$ cat src/rtl/gp_timer_pkg.sv
// Package for the general purpose timer set: offsets, fields, reset values
package gp_timer_pkg;
    localparam logic [3:0] ADDR_SINGLE_CONTROL = 4'h0;
    localparam logic [3:0] ADDR_SINGLE_COUNT = 4'h1;
    localparam logic [3:0] ADDR_SINGLE_PERIOD = 4'h2;
    localparam logic [3:0] ADDR_LOW_CONTROL = 4'h3;
    localparam logic [3:0] ADDR_HIGH_CONTROL = 4'h4;
    localparam logic [3:0] ADDR_LOW_COUNT = 4'h5;
    localparam logic [3:0] ADDR_HIGH_COUNT = 4'h6;
    localparam logic [3:0] ADDR_LOW_PERIOD = 4'h7;
    localparam logic [3:0] ADDR_HIGH_PERIOD = 4'h8;
    localparam logic [3:0] ADDR_FLAGS = 4'h9;
    localparam int BIT_RUN = 15;
    localparam int BIT_IDLE_STOP = 13;
    localparam int BIT_GATE = 6;
    localparam int BIT_PS_HI = 5;
    localparam int BIT_PS_LO = 4;
    localparam int BIT_JOIN = 3;
    localparam int BIT_SYNC = 2;
    localparam int BIT_CLK_SRC = 1;
    localparam logic [15:0] SINGLE_CONTROL_MASK = 16'ha076;
    localparam logic [15:0] LOW_CONTROL_MASK = 16'ha07a;
    localparam logic [15:0] HIGH_CONTROL_MASK = 16'ha072;
    localparam logic [15:0] CONTROL_RESET = 16'h0000;
    localparam logic [15:0] PERIOD_RESET = 16'hffff;
    localparam logic [7:0] PS_DIV_1 = 8'h00;
    localparam logic [7:0] PS_DIV_8 = 8'h07;
    localparam logic [7:0] PS_DIV_64 = 8'h3f;
    localparam logic [7:0] PS_DIV_256 = 8'hff;
endpackage : gp_timer_pkg

$ cat src/rtl/gp_timer_set.sv
// General purpose timer set: one single timer and one pairable timer pair
//
// The register offsets and the plain strobed port were left to the implementer.
`timescale 1ns/1ns
// Function
// Single 16-bit timer, sync or async counter
// Flag on period match or gate fall
// Bit 15 starts and stops counting
// Bit 13 halts timer in idle
// Gate bit only with internal clock
// Prescale bits 5:4 divide 1/8/64/256
// Bit 2 syncs external clock
// Bit 1 picks pin rising edge
// Unimplemented control bits read zero
// Pair timers alone are synchronous only
// Joined pair: 32-bit count and match
// High count holds upper word
// High period holds upper word
// Joined: high control bits ignored
// Joined match sets high timer flag
// Software sets join for 32-bit use
// Software sets run bit last
// Pair gives converter event trigger
// Pair timers request data transfers
// Pair timers serve as capture timebases
// Bit 3 of low control joins pair
// Match clears count and sets flag
module gp_timer_set
    import gp_timer_pkg::*;
(
    // Clock and reset
    input wire logic CLOCK_IN,
    input wire logic SRST_IN,
    // Register port
    input wire logic [3:0] ADDR_IN,
    input wire logic [15:0] WDATA_IN,
    input wire logic WR_IN,
    input wire logic RD_IN,
    output logic [15:0] RDATA_OUT,
    // Device state and pins
    input wire logic IDLE_IN,
    input wire logic SINGLE_TIMER_EXT_CLOCK_PIN_IN,
    input wire logic PAIR_EXT_CLOCK_PIN_IN,
    input wire logic HIGH_EXT_CLOCK_PIN_IN,
    // Events
    output logic SINGLE_TIMER_IRQ_FLAG_OUT,
    output logic LOW_TIMER_IRQ_FLAG_OUT,
    output logic HIGH_TIMER_IRQ_FLAG_OUT,
    output logic ADC_TRIGGER_OUT,
    output logic LOW_DMA_REQ_OUT,
    output logic HIGH_DMA_REQ_OUT,
    output logic [15:0] TIMEBASE_LOW_OUT,
    output logic [15:0] TIMEBASE_HIGH_OUT
);
    logic [15:0] ctl_reg [3];
    logic [15:0] cnt_reg [3];
    logic [15:0] per_reg [3];
    logic [2:0] pin_q_reg;
    logic [2:0] pin_meta_reg;
    logic [2:0] pin_sync_reg;
    logic [2:0] pin_sync_d_reg;
    logic [7:0] ps_reg [3];
    logic [2:0] flag_reg;
    logic [2:0] flag_set;
    logic [2:0] tick;
    logic [2:0] match;
    logic joined;
    logic [31:0] count32;
    logic [31:0] period32;
    logic gate_fall;
    logic [15:0] rdata_next;

    assign joined = ctl_reg[1][BIT_JOIN];
    assign count32 = {cnt_reg[2], cnt_reg[1]};
    assign period32 = {per_reg[2], per_reg[1]};

    // Pin synchronisers and edge history
    always_ff @(posedge CLOCK_IN) begin
        if (SRST_IN) begin
            pin_q_reg <= 3'h0;
            pin_meta_reg <= 3'h0;
            pin_sync_reg <= 3'h0;
            pin_sync_d_reg <= 3'h0;
        end else begin
            pin_q_reg <= {HIGH_EXT_CLOCK_PIN_IN, PAIR_EXT_CLOCK_PIN_IN,
                SINGLE_TIMER_EXT_CLOCK_PIN_IN};
            pin_meta_reg <= {HIGH_EXT_CLOCK_PIN_IN, PAIR_EXT_CLOCK_PIN_IN,
                SINGLE_TIMER_EXT_CLOCK_PIN_IN};
            pin_sync_reg <= pin_meta_reg;
            pin_sync_d_reg <= pin_sync_reg;
        end
    end

    // Single timer gate falls while gated accumulation is active
    assign gate_fall = ctl_reg[0][BIT_GATE] && !ctl_reg[0][BIT_CLK_SRC]
        && ctl_reg[0][BIT_RUN] && pin_sync_d_reg[0] && !pin_sync_reg[0];

    // Per timer prescaled tick
    genvar g;
    generate
        for (g = 0; g < 3; g++) begin : gen_tick
            logic [15:0] c;
            logic raw;
            logic ext_edge;
            logic [7:0] div;
            assign c = (g == 2 && joined) ? ctl_reg[1] : ctl_reg[g];
            // Async-style counting samples the raw pin edge, skipping the extra stage
            assign ext_edge = (g == 0 && !c[BIT_SYNC])
                ? (pin_q_reg[0] && !pin_sync_reg[0])
                : (pin_sync_reg[g] && !pin_sync_d_reg[g]);
            always_comb begin
                case (c[BIT_PS_HI:BIT_PS_LO])
                    2'b11: div = PS_DIV_256;
                    2'b10: div = PS_DIV_64;
                    2'b01: div = PS_DIV_8;
                    default: div = PS_DIV_1;
                endcase
                if (c[BIT_CLK_SRC]) begin
                    raw = ext_edge;
                end else if (c[BIT_GATE]) begin
                    raw = pin_sync_reg[(g == 2 && joined) ? 1 : g];
                end else begin
                    raw = 1'b1;
                end
                if (!c[BIT_RUN] || (IDLE_IN && c[BIT_IDLE_STOP])) begin
                    raw = 1'b0;
                end
            end
            always_ff @(posedge CLOCK_IN) begin
                if (SRST_IN || !c[BIT_RUN]) begin
                    ps_reg[g] <= 8'h00;
                end else if (raw) begin
                    ps_reg[g] <= (ps_reg[g] >= div) ? 8'h00 : ps_reg[g] + 8'h01;
                end
            end
            assign tick[g] = raw && (ps_reg[g] >= div);
        end
    endgenerate

    assign match[0] = cnt_reg[0] == per_reg[0];
    assign match[1] = joined ? (count32 == period32) : (cnt_reg[1] == per_reg[1]);
    assign match[2] = cnt_reg[2] == per_reg[2];

    // Flag causes; in joined mode the high timer flag takes the match
    always_comb begin
        flag_set[0] = (tick[0] && match[0]) || gate_fall;
        flag_set[1] = !joined && tick[1] && match[1];
        flag_set[2] = joined ? (tick[1] && match[1]) : (tick[2] && match[2]);
    end

    // Count registers and software writes
    always_ff @(posedge CLOCK_IN) begin
        if (SRST_IN) begin
            for (int i = 0; i < 3; i++) begin
                cnt_reg[i] <= 16'h0000;
            end
        end else begin
            if (tick[0]) begin
                cnt_reg[0] <= match[0] ? 16'h0000 : cnt_reg[0] + 16'h0001;
            end
            if (joined) begin
                if (tick[1]) begin
                    {cnt_reg[2], cnt_reg[1]} <= match[1] ? 32'h0 : count32 + 32'h1;
                end
            end else begin
                for (int i = 1; i < 3; i++) begin
                    if (tick[i]) begin
                        cnt_reg[i] <= match[i] ? 16'h0000 : cnt_reg[i] + 16'h0001;
                    end
                end
            end
            if (WR_IN && ADDR_IN == ADDR_SINGLE_COUNT) begin
                cnt_reg[0] <= WDATA_IN;
            end
            if (WR_IN && ADDR_IN == ADDR_LOW_COUNT) begin
                cnt_reg[1] <= WDATA_IN;
            end
            if (WR_IN && ADDR_IN == ADDR_HIGH_COUNT) begin
                cnt_reg[2] <= WDATA_IN;
            end
        end
    end

    // Control and period registers
    always_ff @(posedge CLOCK_IN) begin
        if (SRST_IN) begin
            for (int i = 0; i < 3; i++) begin
                ctl_reg[i] <= CONTROL_RESET;
                per_reg[i] <= PERIOD_RESET;
            end
        end else if (WR_IN) begin
            case (ADDR_IN)
                ADDR_SINGLE_CONTROL: ctl_reg[0] <= WDATA_IN & SINGLE_CONTROL_MASK;
                ADDR_LOW_CONTROL: ctl_reg[1] <= WDATA_IN & LOW_CONTROL_MASK;
                ADDR_HIGH_CONTROL: ctl_reg[2] <= WDATA_IN & HIGH_CONTROL_MASK;
                ADDR_SINGLE_PERIOD: per_reg[0] <= WDATA_IN;
                ADDR_LOW_PERIOD: per_reg[1] <= WDATA_IN;
                ADDR_HIGH_PERIOD: per_reg[2] <= WDATA_IN;
                default: ;
            endcase
        end
    end

    // Sticky event flags; writing one clears, a new event wins
    always_ff @(posedge CLOCK_IN) begin
        if (SRST_IN) begin
            flag_reg <= 3'h0;
        end else if (WR_IN && ADDR_IN == ADDR_FLAGS) begin
            flag_reg <= (flag_reg & ~WDATA_IN[2:0]) | flag_set;
        end else begin
            flag_reg <= flag_reg | flag_set;
        end
    end

    always_comb begin
        case (ADDR_IN)
            ADDR_SINGLE_CONTROL: rdata_next = ctl_reg[0];
            ADDR_SINGLE_COUNT: rdata_next = cnt_reg[0];
            ADDR_SINGLE_PERIOD: rdata_next = per_reg[0];
            ADDR_LOW_CONTROL: rdata_next = ctl_reg[1];
            ADDR_HIGH_CONTROL: rdata_next = ctl_reg[2];
            ADDR_LOW_COUNT: rdata_next = cnt_reg[1];
            ADDR_HIGH_COUNT: rdata_next = cnt_reg[2];
            ADDR_LOW_PERIOD: rdata_next = per_reg[1];
            ADDR_HIGH_PERIOD: rdata_next = per_reg[2];
            ADDR_FLAGS: rdata_next = {13'h0000, flag_reg};
            default: rdata_next = 16'h0000;
        endcase
    end

    // Registered outputs
    always_ff @(posedge CLOCK_IN) begin
        if (SRST_IN) begin
            RDATA_OUT <= 16'h0000;
            SINGLE_TIMER_IRQ_FLAG_OUT <= 1'b0;
            LOW_TIMER_IRQ_FLAG_OUT <= 1'b0;
            HIGH_TIMER_IRQ_FLAG_OUT <= 1'b0;
            ADC_TRIGGER_OUT <= 1'b0;
            LOW_DMA_REQ_OUT <= 1'b0;
            HIGH_DMA_REQ_OUT <= 1'b0;
            TIMEBASE_LOW_OUT <= 16'h0000;
            TIMEBASE_HIGH_OUT <= 16'h0000;
        end else begin
            RDATA_OUT <= RD_IN ? rdata_next : 16'h0000;
            SINGLE_TIMER_IRQ_FLAG_OUT <= flag_reg[0] | flag_set[0];
            LOW_TIMER_IRQ_FLAG_OUT <= flag_reg[1] | flag_set[1];
            HIGH_TIMER_IRQ_FLAG_OUT <= flag_reg[2] | flag_set[2];
            ADC_TRIGGER_OUT <= flag_set[2];
            LOW_DMA_REQ_OUT <= flag_set[1];
            HIGH_DMA_REQ_OUT <= flag_set[2];
            TIMEBASE_LOW_OUT <= cnt_reg[1];
            TIMEBASE_HIGH_OUT <= cnt_reg[2];
        end
    end
endmodule : gp_timer_set

$ cat config.mk
export PLATFORM = sky130hd
export DESIGN_NAME = gp_timer_set
export DESIGN_NICKNAME = d
export VERILOG_FILES = /design/src/rtl/gp_timer_pkg.sv /design/src/rtl/gp_timer_set.sv
export SDC_FILE = /design/constraint.sdc
export NUM_CORES = 1
export LEC_CHECK = 0
export BUFFER_PORTS_ARGS = -buffer_cell sky130_fd_sc_hd__buf_4
export CORE_ASPECT_RATIO = 0.8
export CORE_MARGIN = 1
export CORE_UTILIZATION = 45
export DETAILED_ROUTE_END_ITERATION = 12
export SYNTH_ARGS = -nofsm -noshare
export SYNTH_HDL_FRONTEND = slang
export SYNTH_SLANG_ARGS = --single-unit
$ cat constraint.sdc
create_clock -name CLOCK_IN -period 5.8 [get_ports CLOCK_IN]
set_input_delay 0.29 -clock CLOCK_IN [delete_from_list [all_inputs] [get_ports CLOCK_IN]]
set_output_delay 0.29 -clock CLOCK_IN [all_outputs]
set_load 0.03 [all_outputs]
## Word-level counts from Yosys, hierarchy flattened

Memory sizes are Yosys's and may differ from the RTL's.
Index checks and enable logic that the tools add are counted.

- Magnitude comparators: 4
- Div/mod/pow operators: 0
- Multipliers: 0
- Bitwise logic cells: 17
- Reductions and logical operators: 45
- Mux-type cells: 87
- Equal/unequal tests: 23
- Shifts and indexed selects: 0
- $add $sub $neg: 7

Operators with widths:

| operator | count |
|---|---|
| $mux W16 | 13 |
| $pmux W16 S10 | 1 |
| $mux W32 | 3 |
| $mux W8 | 9 |
| $pmux W8 S3 | 3 |
| $mux W1 | 55 |
| $add A16 B1 Y16 const B | 3 |
| $eq A16 B16 Y1 | 3 |
| $add A32 B1 Y32 const B | 1 |
| $eq A32 B32 Y1 | 1 |
| $add A8 B1 Y8 const B | 3 |
| $ge A8 B8 Y1 | 3 |
| $logic_and A1 B1 Y1 | 23 |
| $eq A4 B3 Y1 const B | 4 |
| $eq A2 B2 Y1 const B | 6 |
| $or A1 B1 Y1 | 12 |
| $logic_not A1 Y1 | 9 |
| $eq A4 B2 Y1 const B | 2 |
| $eq A4 B4 Y1 const B | 2 |
| $logic_or A1 B1 Y1 | 7 |
| $eq A2 B1 Y1 const B | 3 |
| $or A3 B3 Y3 | 2 |
| $eq A4 B1 Y1 const B | 1 |
| $logic_not A4 Y1 | 1 |
| other kinds (12) | 13 |

- Word-level logic and storage cells: 201
- Flip-flop bits (word level): 113
- Memories kept: 3
- Latch bits: 0
- Input bits: 28
- Output and inout port bits: 54
- Memory bits (read-only): 0
- Memory bits (writable): 96

Memory list:

| memory | depth | bits a word | rd ports | clocked after memory_dff | wr ports | line | source |
|---|---|---|---|---|---|---|---|
| per_reg | 3 | 16 | 3 | 0 | 3 | gp_timer_set.sv:57 | `logic [15:0] per_reg [3];` |
| ctl_reg | 3 | 8 | 3 | 0 | 3 | gp_timer_set.sv:55 | `logic [15:0] ctl_reg [3];` |
| ps_reg | 3 | 8 | 3 | 0 | 3 | gp_timer_set.sv:62 | `logic [7:0] ps_reg [3];` |

## Logic depth before layout (Yosys ltp)

An unclocked memory read counts as a cell.

- Depth after elaboration: 13
- Gate-level depth with buffers: 14
- Gate-level depth less buffers: 11

## Worst setup path after synthesis

Ideal clock, no wire load.

- Path type: reg-to-reg
- From: mem ctl_reg[0][10] in the netlist's numbering
- To: reg cnt_reg[11] in the netlist's numbering
- Setup slack: 2.726 ns
- Required time: 5.726 ns
- Clock period less this slack: 3.074 ns
- Arrival time: 3.000 ns
- Stages on the path, launching flop included: 15
- Buffers on the path: 3
- Cell sequence: edfxtp_1 > buf_6 > clkbuf_1 > mux2_2 > or2_2 > inv_1 > ha_1 > a21oi_1 > o21ai_0 > a21oi_1 > nor3b_4 > a211oi_4 > buf_4 > nand2_1 > a31oi_1

RTL lines:

| element | line | source |
|---|---|---|
| start: declaration | gp_timer_set.sv:55 |  |
| end signal: indexed assignment | gp_timer_set.sv:168 | `cnt_reg[i] <= match[i] ? 16'h0000 : cnt_reg[i] + 16'h0001;` |
| end: declaration | gp_timer_set.sv:56 | `logic [15:0] cnt_reg [3];` |

==> flow_summary.toml <==
[status]
outcome = "finished, final reports clean"

[pwr]
power_mw = 3.448
ir_drop_mv = 0.1943
power.leakage_nw = 4.463
powerDensity_mw_per_mm2 = 284.2

[clock_tree]
cts_max_level = 1
ctsHoldBuffers = 2
cts_tree = "built"
clock-root-buffer = "clkbuf_16"
path_clk_slew_ns = 0.06
clock_path_buffers = 3
cts.repair.resized = 0
cts_buffers = 22
numClockSinks = 205
postCtsSetupBuffers = 0
clk_latency_ns = 0.51

[synth]
synthesis.area_sq_mm = 0.01059
ys_types = 82
synth_area_per_cell_sq_um = 9.798
syn_nets = 1137
ys_seq_area_share_pct = 47.44
ys_ff_latch = 205
synth_edf_count = 92
ys.flop_type = "dfxtp_1"
ys_warn_count = 0
syn_inst = 1081
async_flop_share_pct = 0

[critical_path]
crit_path_cell_trace = "mux2_2 > or2_2 > inv_1 > ha_1 > a21oi_1 > o21ai_0 > a21oi_1 > nor3b_4 > a211oi_4 > o21ai_1 > a21oi_1"
required_ns = 6.21
ff2ff_setup_slack_ns = 2.09
crit_path_end_kind = "register"
cp_data_arrival_time_ns = 4.13
crit_fanout = 18
cp_top_family = "compound AO/OA/AOI/OAI gates"
max_stage_delay_ns = 0.84
crit_slowest_cell = "edfxtp_1"
cp-start-kind = "register"
path_class = "reg2reg"
crit_path_frequent_cell = "a21oi_1"
cp.buffers_inverters = 1

[floorplanning]
core_area_sq_mm = 0.02281
die-width_microns = 173.5
io_pins = 82
die-area_sq_mm = 0.02416
start_util_pct = 46.44
dieHeight_microns = 139.2
rows = 49

[timing]
slew_viol_final = 0
rsz0062_at_grt = "no"
worstMarginPinSlew_ns = 1.352
post-route-period-util_pct = 64.01
slew_headroom_pct = 9.448
clock.fmax_mhz = 269.3
min_period_ns = 3.713
skew_ns = 0.01050
finalHoldViolCount = 0
setup_tns_ns = 0
setup_viol = 0
worst_slack_ns = 2.087

[routing]
drtPass1Iterations = 6
drtIter0Drc = 838
antenna_left = 0
post_drt_wl_per_cell_microns = 22.40
vias = 8796
via_per_inst = 6.070
route.detailed.drc = 0
drt_wl_total_microns = 32460

[finish]
drive_above_1_share_pct = 14.70
mostFrequentLayoutCells = "dfxtp_1 (113), nor2_1 (109), edfxtp_1 (92)"
diodes = 0
area_growth_pct = 14.55
final_cells = 1449
layout.cells.most_common = "dfxtp_1"
nNetsFinal = 1184

[global_route]
grt_use_total_pct = 26.52
grt_pass1_wl_microns = 49420
grt_pass1_vias = 8206
overflow = 0
antenna_found_initial = 3
grt_max_degree = 83

[placed_design]
place_ws_ns = 2.192
dp.cells = 1408
dp_hpwl_microns = 22910
gp_congestion = 0.9063
io_buffers = 81

[hold_path]
hold_path_class = "in2reg"

[job]
max-cap-violations = 0
## metrics by stage
step | util (%) | area [sq um] | hold slack (ns)
after floorplan | - | 10590 | 0.4138
after global placement | 49.71 | 11340 | 0.4201
after detailed placement | 49.71 | 11340 | 0.4317
after CTS | 53.20 | 12130 | 0.003549
after global routing | 53.20 | 12130 | 0.03561
final | 53.20 | 12130 | 0.008687
## kinds of logic after synthesis
kind of cell | count (synthesis) | share of synthesized area, %
AND/OR/NAND/NOR | 426 | 21.95
AO/OA/AOI/OAI | 242 | 16.21
flip-flops | 205 | 47.44
buffers and inverters | 97 | 3.969
XOR/XNOR | 69 | 5.706
adder cells (fa/ha/maj) | 29 | 3.414
multiplexers | 13 | 1.311
## power by group
group	internal (mW)	leakage [nW]	switching, mW
clock network	0.910	0.389	0.580
registers	1.57	1.86	0.0755
logic	0.114	2.22	0.195
## metal layers
metal | track usage, % | part of all wire (%)
met2 | 37.01 | 41
met1 | 40.72 | 46
met5 | 0 | 0
met4 | 7.592 | 2.5
met3 | 5.492 | 9.8
## synth_stat cells, types with 23 or more instances
master | count | share of area, %
nor2b_1 | 45 | 2.7
dfxtp_1 | 113 | 21
o21ai_0 | 33 | 1.6
a21oi_1 | 40 | 1.9
edfxtp_1 | 92 | 26
nand3_1 | 34 | 1.6
clkbuf_1 | 42 | 1.5
a311oi_1 | 30 | 2.5
ha_1 | 28 | 3.3
nand2_1 | 74 | 2.6
inv_1 | 28 | 0.99
nor2_1 | 109 | 3.9
or3_1 | 23 | 1.4
xor2_1 | 47 | 3.9
a31oi_1 | 27 | 1.6
a22oi_1 | 27 | 1.9
## final timing paths
| check | from | endpoint | depth (start not counted) |
|---|---|---|---|
| setup reg to reg | ctl_reg[0][10] | cnt_reg[2] | 11 |
| setup / recovery | ctl_reg[0][10] | cnt_reg[2] | 11 |
| hold reg to reg | pin_meta_reg[1] | pin_sync_reg[1] | 1 |
| hold / removal | HIGH_EXT_CLOCK_PIN_IN | pin_meta_reg[2] | 2 |
## layout make-up
class                      instances  area [sq um]
clock inverter                     8         88.84
sequential                       205          5025
inverter                          29         108.9
timing repair buffer              91         688.2
tap                              306         382.9
multi-input combinational        779          5152
clock buffer                      31         686.9
fill                            2092         10670
Note: power is estimated with default switching activity, not from simulation.
